<file path="src/include/usb_stat_pkg.sv">
// Purpose: shared constants and carriers for the usb status/control block
// Assumes: 8-bit register port with word index offsets
// Notes: offsets are register indices on the plain port
package usb_stat_pkg;
  localparam int ADDR_W = 4;
  localparam int DATA_W = 8;
  // register indices
  localparam logic [3:0] OFF_STATUS = 4'h0;
  localparam logic [3:0] OFF_CONTROL = 4'h1;
  localparam logic [3:0] OFF_DEV_ID = 4'h2;
  localparam logic [3:0] OFF_FRAME_LO = 4'h3;
  localparam logic [3:0] OFF_FRAME_HI = 4'h4;
  localparam logic [3:0] OFF_IRQ_FLAGS = 4'h5;
  localparam logic [3:0] OFF_IRQ_MASK = 4'h6;
  // status field positions
  localparam int ST_PIPE_LSB = 4;
  localparam int ST_DIR_BIT = 3;
  localparam int ST_ODD_BIT = 2;
  // control field positions
  localparam int CT_HOLD_BIT = 5;
  localparam int CT_WAKE_BIT = 2;
  localparam int CT_PPCLR_BIT = 1;
  localparam int CT_EN_BIT = 0;
  // interrupt flag positions
  localparam int IRQ_DONE_BIT = 0;
  localparam int IRQ_SETUP_BIT = 1;
  localparam int IRQ_SOF_BIT = 2;
  localparam int IRQ_BUSRST_BIT = 3;
  localparam logic [3:0] IRQ_USED = 4'hF;
  // reset values
  localparam logic [7:0] RST_CONTROL = 8'h00;
  localparam logic [6:0] RST_DEV_ID = 7'h00;
  localparam logic [10:0] RST_FRAME = 11'h000;
  localparam logic [3:0] RST_MASK = 4'h0;
  // fifo sizing
  localparam int FIFO_DEPTH = 4;
  localparam int PTR_W = 2;
  localparam logic [2:0] FIFO_FULL_CNT = 3'h4;
  // highest pipe present and first double-buffered pipe
  localparam logic [3:0] PIPE_MAX = 4'h6;
  localparam logic [3:0] PP_FIRST_PIPE = 4'h5;

  // one finished transaction as reported by the serial engine
  typedef struct packed {
    logic [3:0] pipe_index;
    logic is_in;
    logic odd_bank;
  } xfer_status_s;

  // register port request
  typedef struct packed {
    logic wr;
    logic rd;
    logic [ADDR_W-1:0] addr;
    logic [DATA_W-1:0] wdata;
  } reg_req_s;
endpackage

</file>
<file path="src/logic/usb_device_status_control.sv">
// Purpose: status fifo, control, address and frame registers of a usb
//   full-speed device controller
// Assumes: serial engine events are single-cycle pulses on clk
// Notes: registers sit on a plain strobe port, read data one cycle later
`timescale 1ns/1ps
module usb_device_status_control
  import usb_stat_pkg::*;
(
  input wire logic clk, // 200 MHz module clock
  input wire logic rst_n, // synchronous reset, active low
  input wire usb_stat_pkg::reg_req_s req, // register port request
  output logic [usb_stat_pkg::DATA_W-1:0] rdata, // read data, next cycle
  input wire logic xfer_done, // pulse: descriptor use finished
  input wire usb_stat_pkg::xfer_status_s xfer_info, // with xfer_done
  input wire logic setup_seen, // pulse: setup token received
  input wire logic sof_seen, // pulse: sof token received
  input wire logic [10:0] sof_frame, // frame number with sof_seen
  input wire logic bus_reset_seen, // pulse: usb bus reset detected
  input wire logic [6:0] token_addr, // address field of current token
  output logic addr_match, // enabled and token address equals device address
  output logic token_run, // engine may move packets
  output logic wake_drive, // drive resume signalling on the bus
  output logic engine_reset, // pulse: reset serial engine state
  output logic [6:0] odd_clear, // per pipe odd bit clear pulses
  output logic status_overflow, // pulse: push dropped, fifo full
  output logic irq // level interrupt
);

  // fifo storage and pointers
  xfer_status_s fifo_mem [FIFO_DEPTH];
  logic [PTR_W-1:0] wr_ptr;
  logic [PTR_W-1:0] rd_ptr;
  logic [PTR_W:0] count;
  logic [7:0] control;
  logic [6:0] dev_id;
  logic [10:0] frame;
  logic [3:0] irq_flags;
  logic [3:0] irq_mask;

  // register decode
  wire sel_status = req.addr == OFF_STATUS;
  wire sel_control = req.addr == OFF_CONTROL;
  wire sel_dev_id = req.addr == OFF_DEV_ID;
  wire sel_frame_lo = req.addr == OFF_FRAME_LO;
  wire sel_frame_hi = req.addr == OFF_FRAME_HI;
  wire sel_flags = req.addr == OFF_IRQ_FLAGS;
  wire sel_mask = req.addr == OFF_IRQ_MASK;
  wire wr_control = req.wr && sel_control;
  wire wr_flags = req.wr && sel_flags;

  // fifo push/pop; the done flag marks head entry presented to software
  wire fifo_empty = count == '0;
  wire fifo_full = count == FIFO_FULL_CNT;
  wire push = xfer_done && !fifo_full;
  // clearing the done flag retires the head entry
  wire done_clear = wr_flags && req.wdata[IRQ_DONE_BIT]
    && irq_flags[IRQ_DONE_BIT];
  wire pop = done_clear && !fifo_empty;
  wire [PTR_W:0] count_up = count + 1'b1;
  wire [PTR_W:0] count_dn = count - 1'b1;
  wire [PTR_W:0] next_count = (push && !pop) ? count_up
    : (pop && !push) ? count_dn : count;
  // done flag stands whenever an entry is waiting after this cycle
  wire next_done = next_count != '0;

  // status register image from head entry
  xfer_status_s head;
  assign head = fifo_mem[rd_ptr];
  wire [7:0] status_img = irq_flags[IRQ_DONE_BIT]
    ? {head.pipe_index, head.is_in, head.odd_bank, 2'b00}
    : 8'h00;

  // control write effects
  wire en_rise = wr_control && req.wdata[CT_EN_BIT]
    && !control[CT_EN_BIT];
  wire pp_clear = wr_control && req.wdata[CT_PPCLR_BIT];
  // hardware set of the hold bit wins over a software clear
  wire next_hold = setup_seen
    || (wr_control ? req.wdata[CT_HOLD_BIT] : control[CT_HOLD_BIT]);

  // sticky flag sets; hardware set wins over write-one-to-clear
  wire [3:0] flag_set = {bus_reset_seen, sof_seen, setup_seen, 1'b0};
  wire [3:0] flag_clr = wr_flags ? req.wdata[3:0] : 4'h0;
  wire [3:0] next_flags_hi = (irq_flags & ~flag_clr) | flag_set;
  wire [3:0] next_flags = {next_flags_hi[3:1], next_done};

  // read mux
  wire [7:0] read_mux = sel_status ? status_img
    : sel_control ? control
    : sel_dev_id ? {1'b0, dev_id}
    : sel_frame_lo ? frame[7:0]
    : sel_frame_hi ? {5'b00000, frame[10:8]}
    : sel_flags ? {4'h0, irq_flags}
    : sel_mask ? {4'h0, irq_mask}
    : 8'h00;

  // fifo storage write; entries hold no reset value, head gated by flag
  always_ff @(posedge clk)
  begin
    if (push)
      fifo_mem[wr_ptr] <= xfer_info;
  end

  // fifo pointers
  always_ff @(posedge clk)
  begin
    if (!rst_n || en_rise || bus_reset_seen)
    begin
      wr_ptr <= '0;
      rd_ptr <= '0;
      count <= '0;
    end
    else
    begin
      wr_ptr <= push ? wr_ptr + 1'b1 : wr_ptr;
      rd_ptr <= pop ? rd_ptr + 1'b1 : rd_ptr;
      count <= next_count;
    end
  end

  // control register; bit 1 is a command and never stored
  always_ff @(posedge clk)
  begin
    if (!rst_n)
      control <= RST_CONTROL;
    else
    begin
      control[CT_EN_BIT] <= wr_control ? req.wdata[CT_EN_BIT]
        : control[CT_EN_BIT];
      control[CT_WAKE_BIT] <= wr_control ? req.wdata[CT_WAKE_BIT]
        : control[CT_WAKE_BIT];
      control[CT_HOLD_BIT] <= next_hold;
      control[CT_PPCLR_BIT] <= 1'b0;
      control[7:6] <= 2'b00;
      control[4:3] <= 2'b00;
    end
  end

  // device address, cleared also by usb bus reset
  always_ff @(posedge clk)
  begin
    if (!rst_n || bus_reset_seen)
      dev_id <= RST_DEV_ID;
    else if (req.wr && sel_dev_id)
      dev_id <= req.wdata[6:0];
  end

  // frame number captured on each sof
  always_ff @(posedge clk)
  begin
    if (!rst_n)
      frame <= RST_FRAME;
    else if (sof_seen)
      frame <= sof_frame;
  end

  // interrupt flags and mask
  always_ff @(posedge clk)
  begin
    if (!rst_n)
    begin
      irq_flags <= 4'h0;
      irq_mask <= RST_MASK;
    end
    else
    begin
      // a flush by enable or usb bus reset empties the fifo, so the done
      // flag must drop with it or software would read a stale head
      irq_flags <= (en_rise || bus_reset_seen) ? {next_flags[3:1], 1'b0}
        : next_flags;
      irq_mask <= (req.wr && sel_mask) ? req.wdata[3:0] : irq_mask;
    end
  end

  // registered read data, zero when no read
  always_ff @(posedge clk)
  begin
    if (!rst_n)
      rdata <= 8'h00;
    else
      rdata <= req.rd ? read_mux : 8'h00;
  end

  // odd-bit clear pulses; pipes 0..4 are single buffered and pulsed only on an enable rise
  genvar p;
  generate
    for (p = 0; p <= PIPE_MAX; p++)
    begin : g_odd
      localparam logic [3:0] PIPE_ID = 4'(p);
      wire pp_hit = pp_clear && (PIPE_ID >= PP_FIRST_PIPE);
      always_ff @(posedge clk)
      begin
        if (!rst_n)
          odd_clear[p] <= 1'b0;
        else
          odd_clear[p] <= pp_hit || en_rise;
      end
    end
  endgenerate

  // outputs to the serial engine
  always_ff @(posedge clk)
  begin
    if (!rst_n)
    begin
      engine_reset <= 1'b0;
      status_overflow <= 1'b0;
    end
    else
    begin
      engine_reset <= en_rise;
      status_overflow <= xfer_done && fifo_full;
    end
  end

  // the halt bit gates traffic; a disabled module moves nothing
  assign token_run = control[CT_EN_BIT] && !control[CT_HOLD_BIT];
  assign wake_drive = control[CT_WAKE_BIT];
  assign addr_match = control[CT_EN_BIT] && token_addr == dev_id;
  assign irq = |(irq_flags & irq_mask);

endmodule // usb_device_status_control

</file>
<file path="config.mk">
export PLATFORM = sky130hd
export DESIGN_NAME = usb_device_status_control
export DESIGN_NICKNAME = d
export VERILOG_FILES = /design/src/include/usb_stat_pkg.sv /design/src/logic/usb_device_status_control.sv
export SDC_FILE = /design/constraint.sdc
export NUM_CORES = 1
export LEC_CHECK = 0
export ABC_AREA = 0
export ABC_CLOCK_PERIOD_IN_PS = 5230
export CORE_MARGIN = 2
export CORE_UTILIZATION = 55
export CTS_CLUSTER_SIZE = 16
export DETAILED_ROUTE_END_ITERATION = 16
export DONT_BUFFER_PORTS = 1
export PLACE_DENSITY = 0.75
export SYNTH_ARGS = -nofsm -noshare
export SYNTH_HDL_FRONTEND = slang
export SYNTH_SLANG_ARGS = --single-unit
</file>
<file path="constraint.sdc">
create_clock -name clk -period 5.23 [get_ports clk]
set_clock_uncertainty 0.1 [all_clocks]
set_input_delay 0.2615 -clock clk [delete_from_list [all_inputs] [get_ports clk]]
set_output_delay 0.2615 -clock clk [all_outputs]
set_load 0.05 [all_outputs]
</file>
==> qor.yml, run 1 <==
status: "completed"
clkSlewWorstSetupHoldPaths_ns: 0.08
synth-main-ff-cell: "dfxtp_1"
synthArstFlopShare: 0
switching_power_w: 0.000260
insertion_delay_ns: 0.34
dr.pass1.iters: 4
crit_path_max_fanout: 9
io_buffer_count: 0
hold_slack_ns: 0.00878
diodes: 0
p_leak_nw: 1.39
cap_violations: 0
clk_path_buf_depth: 2
final.min_clock_period_ns: 2.36
core_um2: 5850
hpwl_mm: 4.45
pwr-share-seq: 0.564
vias: 2183
rsz0062_at_grt: "no"
avgSynthCellArea_um2: 11.7
synthDominantCellAreaShare: 0.299
cts_root_buf: "clkbuf_8"
synthCells: 281
final_layout_size_suffix_gt1_frac: 0.113
die_h_um: 81.2
setup_viol: 0
finalHoldViolations: 0
final_max_slew_viol_count: 0
grt_pass1_wl_mm: 10.6
synth_warnings: 0
initial_core_util: 0.561
fin_crit_sh: 0.452
worst_ir_drop_vdd_mv: 0.190
die_w_um: 81.2
crit_required_ns: 5.34
crit_path_start_kind: "flip-flop"
wl_per_cell_um: 17.1
maxSlewHeadroom: 0.377
fillCellCount: 440
via_per_inst: 5.55
grtUsageTotal: 0.220
cts_tree: "built"
place_congestion: 0.889
cp.arrival_ns: 2.48
synth_seq_area_share: 0.519
combPwrFrac: 0.086
max_slew.worst_pin.slew_ns: 0.933
synth_common_cells: "dfxtp_1, mux2i_1, nor2b_1"
drcViolationCount: 0
internal_power_w: 0.000824
grt_antenna_before_repair: 0
fin_area_um2: 3860
first_global_vias: 2190
end_kind: "flip-flop"
cts_resized: 0
p_per_area_nw_per_um2: 281
ys_ff_latch: 73
die-area_um2: 6600
grt_overflow: 0
clkPwrFrac: 0.350
worstSetupPathType: "reg -> reg"
synth_area_leaders: "dfxtp_1, edfxtp_1, mux2i_1"
finish.utilization: 0.660
grt_max_degree: 25
synth_largest_area_cell: "dfxtp_1"
hold_class: "in -> reg"
clock-sinks: 73
fmax_mhz: 423
syn_nets: 332
placementRows: 28
placed_area_um2: 3300
h-tree-depth: 3
drt_iter0_markers: 124
syn2layout_area_growth_pct: 17.8
synth-edff-count: 24
tns_ns: 0
drt-total-wl_mm: 6.70
numCtsBuffers: 9
antenna_left: 0
pin_count: 65
ys_types: 46
nets: 364
switching_share: 0.240
synth_area_um2: 3280
yosysMostFrequentCell: "dfxtp_1"
registers in the layout (all words and copies together), names as in the netlist, named ones only:
name / count
wr_ptr: 2
rd_ptr: 2
odd_clear: 1
count: 3
dev_id: 7
rdata: 8
irq_mask: 4
frame: 11
engine_reset: 1
irq_flags: 4
status_overflow: 1
fifo_mem: 24
control: 3
stage by stage:
stage	power (W)	setup slack, ns	std cells
4_1_cts	0.00109	2.87	393
2_1_floorplan	0.000683	3.13	281
5_1_grt	0.00113	2.69	393
3_3_place_gp	0.000684	2.94	338
6_report	0.00108	2.87	393
3_5_place_dp	0.000686	2.89	338
power groups by stage:
| stage | sequential, W | clock [W] | combinational [W] |
|---|---|---|---|
| floorplan | 0.000622 | 0 | 0.0000614 |
| global placement | 0.000624 | 0 | 0.0000606 |
| detailed placement | 0.000625 | 0 | 0.0000617 |
| CTS | 0.000611 | 0.000387 | 0.0000926 |
| global route | 0.000613 | 0.000413 | 0.000103 |
| finish | 0.000611 | 0.000379 | 0.0000934 |
cell usage in the layout, fill, tap and decap left out, types with 2 or more instances in the layout:
master,count
a211o_1,2
a21oi_1,10
a221oi_1,2
a22oi_1,5
and2_1,4
and3_1,4
clkbuf_8,9
clkinvlp_4,4
dfxtp_1,48
dlygate4sd3_1,39
edfxtp_1,24
ha_1,7
inv_1,8
maj3_1,2
mux2_2,5
mux2i_1,31
mux4_2,6
nand2_1,10
nand2b_1,2
nand3_1,2
nand4_1,5
nor2_1,22
nor2b_1,25
nor3_1,3
o21ai_0,2
o22ai_1,3
xnor2_1,11
worst paths after layout:
| check | startpoint | end | slack [ns] | cells after the start |
|---|---|---|---|---|
| max | count[0]$_SDFF_PP0_ | irq_flags[0]$_SDFF_PP0_ | 2.87 | 7 |
| min | sof_seen | frame[2]$_SDFFE_PN0P_ | 0.009 | 2 |
| max reg2reg | count[0]$_SDFF_PP0_ | irq_flags[0]$_SDFF_PP0_ | 2.87 | 7 |
| min reg2reg | frame[2]$_SDFFE_PN0P_ | frame[2]$_SDFFE_PN0P_ | 0.42 | 2 |
routing by layer:
metal | part of all wire | vias up | GRT usage
met3 | 0.071 | 13 | 0.0789
met5 | 0 | - | 0
met4 | 0.017 | 0 | 0.0831
met1 | 0.42 | 1040 | 0.256
li1 | - | 1053 | -
met2 | 0.49 | 77 | 0.373
cell families (layout without fill, tap and decap cells):
| logic type | Yosys count | count (layout) | synth area share |
|---|---|---|---|
| AND/OR/NAND/NOR | 85 | 85 | 0.149 |
| flip-flops | 73 | 73 | 0.519 |
| multiplexers | 42 | 42 | 0.153 |
| AO/OA/AOI/OAI | 32 | 32 | 0.0694 |
| buffers and inverters | 27 | 64 | 0.0401 |
| XOR/XNOR | 13 | 13 | 0.0370 |
| adder cells (fa/ha/maj) | 9 | 9 | 0.0328 |
worst max-delay path: stages (launching register included):
cell,delay [ns]
dfxtp_1,0.40
inv_1,0.12
ha_1,0.26
nor2b_2,0.18
nor4b_4,0.60
mux2i_1,0.35
xnor2_2,0.15
a21oi_1,0.08
final cells by class:
class | count | area, um^2 | share of cell area
Clock inverter | 7 | 47.5 | 0.0123
Clock buffer | 9 | 124 | 0.0321
Tap cell | 75 | 93.8 | 0.0243
Timing Repair Buffer | 40 | 418 | 0.108
Multi-Input combinational cell | 181 | 1450 | 0.374
Sequential cell | 73 | 1700 | 0.441
Inverter | 8 | 30.0 | 0.00777
repair_timing:
item | in CTS | in global routing
buffers inserted | 0 | 0
hold endpoints to repair | 58 | 0
hold buffers | 39 | 0
Power figures use the tool's default switching activity.
==> run 2, diff against run 1 <==
--- a/config.mk
+++ b/config.mk
@@ -5,14 +5,14 @@
 export SDC_FILE = /design/constraint.sdc
 export NUM_CORES = 1
 export LEC_CHECK = 0
-export ABC_AREA = 0
-export ABC_CLOCK_PERIOD_IN_PS = 5230
+export ABC_AREA = 1
+export ABC_CLOCK_PERIOD_IN_PS = 2000
 export CORE_MARGIN = 2
 export CORE_UTILIZATION = 55
 export CTS_CLUSTER_SIZE = 16
 export DETAILED_ROUTE_END_ITERATION = 16
 export DONT_BUFFER_PORTS = 1
-export PLACE_DENSITY = 0.75
+export PLACE_DENSITY = 0.78
 export SYNTH_ARGS = -nofsm -noshare
 export SYNTH_HDL_FRONTEND = slang
 export SYNTH_SLANG_ARGS = --single-unit
==> constraint.sdc (replaced) <==
create_clock -name clk -period 2 [get_ports clk]
set_clock_uncertainty 0.1 [all_clocks]
set_input_delay 0.1 -clock clk [delete_from_list [all_inputs] [get_ports clk]]
set_output_delay 0.1 -clock clk [all_outputs]
set_load 0.05 [all_outputs]
==> run 2 against run 1 <==
Compared with the run above:
- die area is 1.2% higher
- synthesized cell count is 37% higher
- wire length is 24% higher
- critical path type is now in -> reg
- combinational power grew to 3.1 times the previous value
- global-route usage is 5.8 points higher
- critical path depth stayed put
- synthesized area is 1.2% higher
- flip-flop and latch count stayed put
==> qor.yml, run 2 <==
timing.rr.start: "count[0]$_SDFF_PP0_"  # unchanged
layout_common_cells: "nand2_1, nor2_1, dlygate4sd3_1"  # was dfxtp_1, dlygate4sd3_1, mux2i_1
r2r_cells: 5  # was 7
synth-main-ff-cell: "dfxtp_1"  # unchanged
routed.top_layer: "met4"  # unchanged
cts_tree: "built"  # unchanged
end_kind: "flip-flop"  # unchanged
dp_slack_ns: 0.166  # was 2.89 ns
dr_wl_met3_um: 899  # was 473 um
first_global_vias: 2885  # was 2,190
synth_area_leaders: "dfxtp_1, edfxtp_1, nand2_1"  # was dfxtp_1, edfxtp_1, mux2i_1
drt_iter0_markers: 262  # was 124
final_common_cell: "nand2_1"  # was dfxtp_1
ys_types: 40  # was 46
rsz0062_at_grt: "no"  # unchanged
die_h_um: 81.7  # was 81.2 um
syn2layout_area_growth_pct: 25.9  # was 17.8%
h-tree-depth: 3  # unchanged
drt-met1-wl_mm: 3.23  # was 2.83 mm
holdPathEnd: "rdata[1]$_SDFF_PP0_"  # was frame[2]$_SDFFE_PN0P_
slowest_delay_ns: 0.63  # was 0.60 ns
synth_warnings: 0  # unchanged
die-area_um2: 6670  # was 6600 um^2
finalHoldViolations: 0  # unchanged
nets: 494  # was 364
drt-total-wl_mm: 8.31  # was 6.70 mm
crit_path_start_kind: "input port"  # was flip-flop
initial_core_util: 0.564  # was 0.561
final.min_clock_period_ns: 1.89
dr.pass1.iters: 6  # was 4
wl_met2_mm: 3.86  # was 3.28 mm
p_per_area_nw_per_um2: 756  # was 281 nW/um^2
clock-sinks: 73  # unchanged
clk_path_buf_depth: 2  # unchanged
ys_ff_latch: 73  # unchanged
status: "completed"  # unchanged
grt_antenna_before_repair: 0  # unchanged
antenna_left: 0  # unchanged
worstSetupPathType: "in -> reg"  # was reg -> reg
timing.final.ws_setup_ns: 0.112  # was 2.87 ns
diodes: 0  # unchanged
rr_endpoint: "fifo_mem[1][5]$_DFFE_PP_"  # was irq_flags[0]$_SDFF_PP0_
synth-edff-count: 24  # unchanged
insertion_delay_ns: 0.35  # was 0.34 ns
syn_nets: 435  # was 332
path_cells: "dlygate4sd3_1, nor2_4, dlygate4sd3_1, nand2_1, nor2_2, nand2_1, a21oi_1"  # was inv_1, ha_1, nor2b_2, nor4b_4, mux2i_1, xnor2_2, a21oi_1
fillCellCount: 439  # was 440
place_congestion: 0.946  # was 0.889
cpMaxStageDelayCell: "dlygate4sd3_1"  # was nor4b_4
setup_viol: 0  # unchanged
grt_pass1_wl_mm: 13.7  # was 10.6 mm
via_per_inst: 5.60  # was 5.55
critPathTopFamily: "buffers and inverters"  # was simple AND/OR/NAND/NOR gates
synth_seq_area_share: 0.513  # was 0.519
final_max_slew_viol_count: 0  # unchanged
worstHoldStart: "req[9]"  # was sof_seen
synth_common_cells: "nand2_1, nor2_1, dfxtp_1"  # was dfxtp_1, mux2i_1, nor2b_1
crit_path_max_fanout: 6  # was 9
fin_area_um2: 4180  # was 3860 um^2
hold_depth: 4  # was 2
synth_largest_area_cell: "dfxtp_1"  # unchanged
fmax_mhz: 530
grtUsageTotal: 0.279  # was 0.220
final_layout_size_suffix_gt1_frac: 0.134  # was 0.113
top_regs: "fifo_mem x24, frame x11, rdata x8"  # unchanged
crit_buf_inv: 2  # was 1
numCtsBuffers: 9  # unchanged
hpwl_mm: 5.26  # was 4.45 mm
rrSetupSlack_ns: 0.19  # was 2.87 ns
hold_slack_ns: 0.0308  # was 0.00878 ns
synthDominantCellAreaShare: 0.296  # was 0.299
placementRows: 28  # unchanged
largest_register_ffs: 24  # unchanged
crit_cells: 7  # unchanged
maxSlewHeadroom: 0.610  # was 0.377
crit_required_ns: 2.16  # was 5.34 ns
max_slew.worst_pin.slew_ns: 0.585  # was 0.933 ns
worst_ir_drop_vdd_mv: 0.625  # was 0.190 mV
avgSynthCellArea_um2: 8.64  # was 11.7 um^2
pin_count: 65  # unchanged
cp.arrival_ns: 2.05  # was 2.48 ns
synthCells: 384  # was 281
core_um2: 5890  # was 5850 um^2
regMostFlops: "fifo_mem"  # unchanged
fin_crit_sh: 0.944
drcViolationCount: 0  # unchanged
cts_root_buf: "clkbuf_8"  # unchanged
placed_area_um2: 3410  # was 3300 um^2
cap_violations: 0  # unchanged
hold_class: "in -> reg"  # unchanged
synthArstFlopShare: 0  # unchanged
cts_setup_buffers: 0  # unchanged
p_leak_nw: 1.68  # was 1.39 nW
clkSlewWorstSetupHoldPaths_ns: 0.08  # about the same
die_w_um: 81.7  # was 81.2 um
grt_max_degree: 20  # was 25
io_buffer_count: 0  # unchanged
synth_area_um2: 3320  # was 3280 um^2
vias: 2927  # was 2,183
wl_per_cell_um: 15.9  # was 17.1 um
grt_overflow: 0  # unchanged
tns_ns: 0  # unchanged
==> run 2: layout make-up <==
type	count	area, um^2	share of cell area
inverter	47	180	0.0431
sequential	73	1700	0.407
multi-input combinational	250	1360	0.325
tap	75	93.8	0.0225
clock buffer	9	124	0.0296
timing repair buffer	62	623	0.149
clock inverter	7	95.1	0.0228
==> run 2: kinds of logic after synthesis <==
family | synth area share
and+or+nand+nor | 0.227
AOI/OAI and AO/OA | 0.145
DFF | 0.513
buffers and inverters | 0.0810
adders and majority gates | 0.0264
xor gates and xnor gates | 0.00792
==> run 2: worst min-delay path, cell delays in order <==
cell	delay [ns]
inv_2	0.09
nor3_4	0.08
nand2_1	0.08
a31oi_1	0.09
==> run 2: per-stage QoR <==
| step | power [W] | cells | utilization |
|---|---|---|---|
| 2_1_floorplan | 0.00178 | 384 | - |
| 3_3_place_gp | 0.00180 | 453 | 0.580 |
| 3_5_place_dp | 0.00181 | 453 | 0.580 |
| 4_1_cts | 0.00315 | 523 | 0.709 |
| 5_1_grt | 0.00328 | 523 | 0.710 |
| 6_report | 0.00316 | 523 | 0.710 |
==> run 2: metal layers <==
| metal | vias to the layer above | global-route usage |
|---|---|---|
| li1 | 1383 | - |
| met5 | - | 0 |
| met3 | 35 | 0.105 |
| met2 | 192 | 0.446 |
| met1 | 1317 | 0.332 |
| met4 | 0 | 0.130 |
==> run 2: timing repair <==
action,4_1_cts,5_1_grt
setup endpoints to repair,0,13
resized for setup,0,3
hold buffers,54,0
hold endpoints to repair,67,0
==> run 2: worst max-delay path by stage <==
stage                                     to                   start
finish                   rdata[7]$_SDFF_PN0_                 req[10]
global placement    fifo_mem[1][1]$_DFFE_PP_     count[0]$_SDFF_PP0_
detailed placement  fifo_mem[1][4]$_DFFE_PP_     count[0]$_SDFF_PP0_
global route             rdata[5]$_SDFF_PN0_                 req[10]
CTS                   rd_ptr[1]$_SDFFE_PP0P_                   rst_n
floorplan                         addr_match  dev_id[5]$_SDFFE_PP0P_
==> run 2: where the power goes <==
group,internal (W),switching (W)
Clock,0.000699,0.000571
Combinational,0.000128,0.000158
Sequential,0.00157,0.0000299
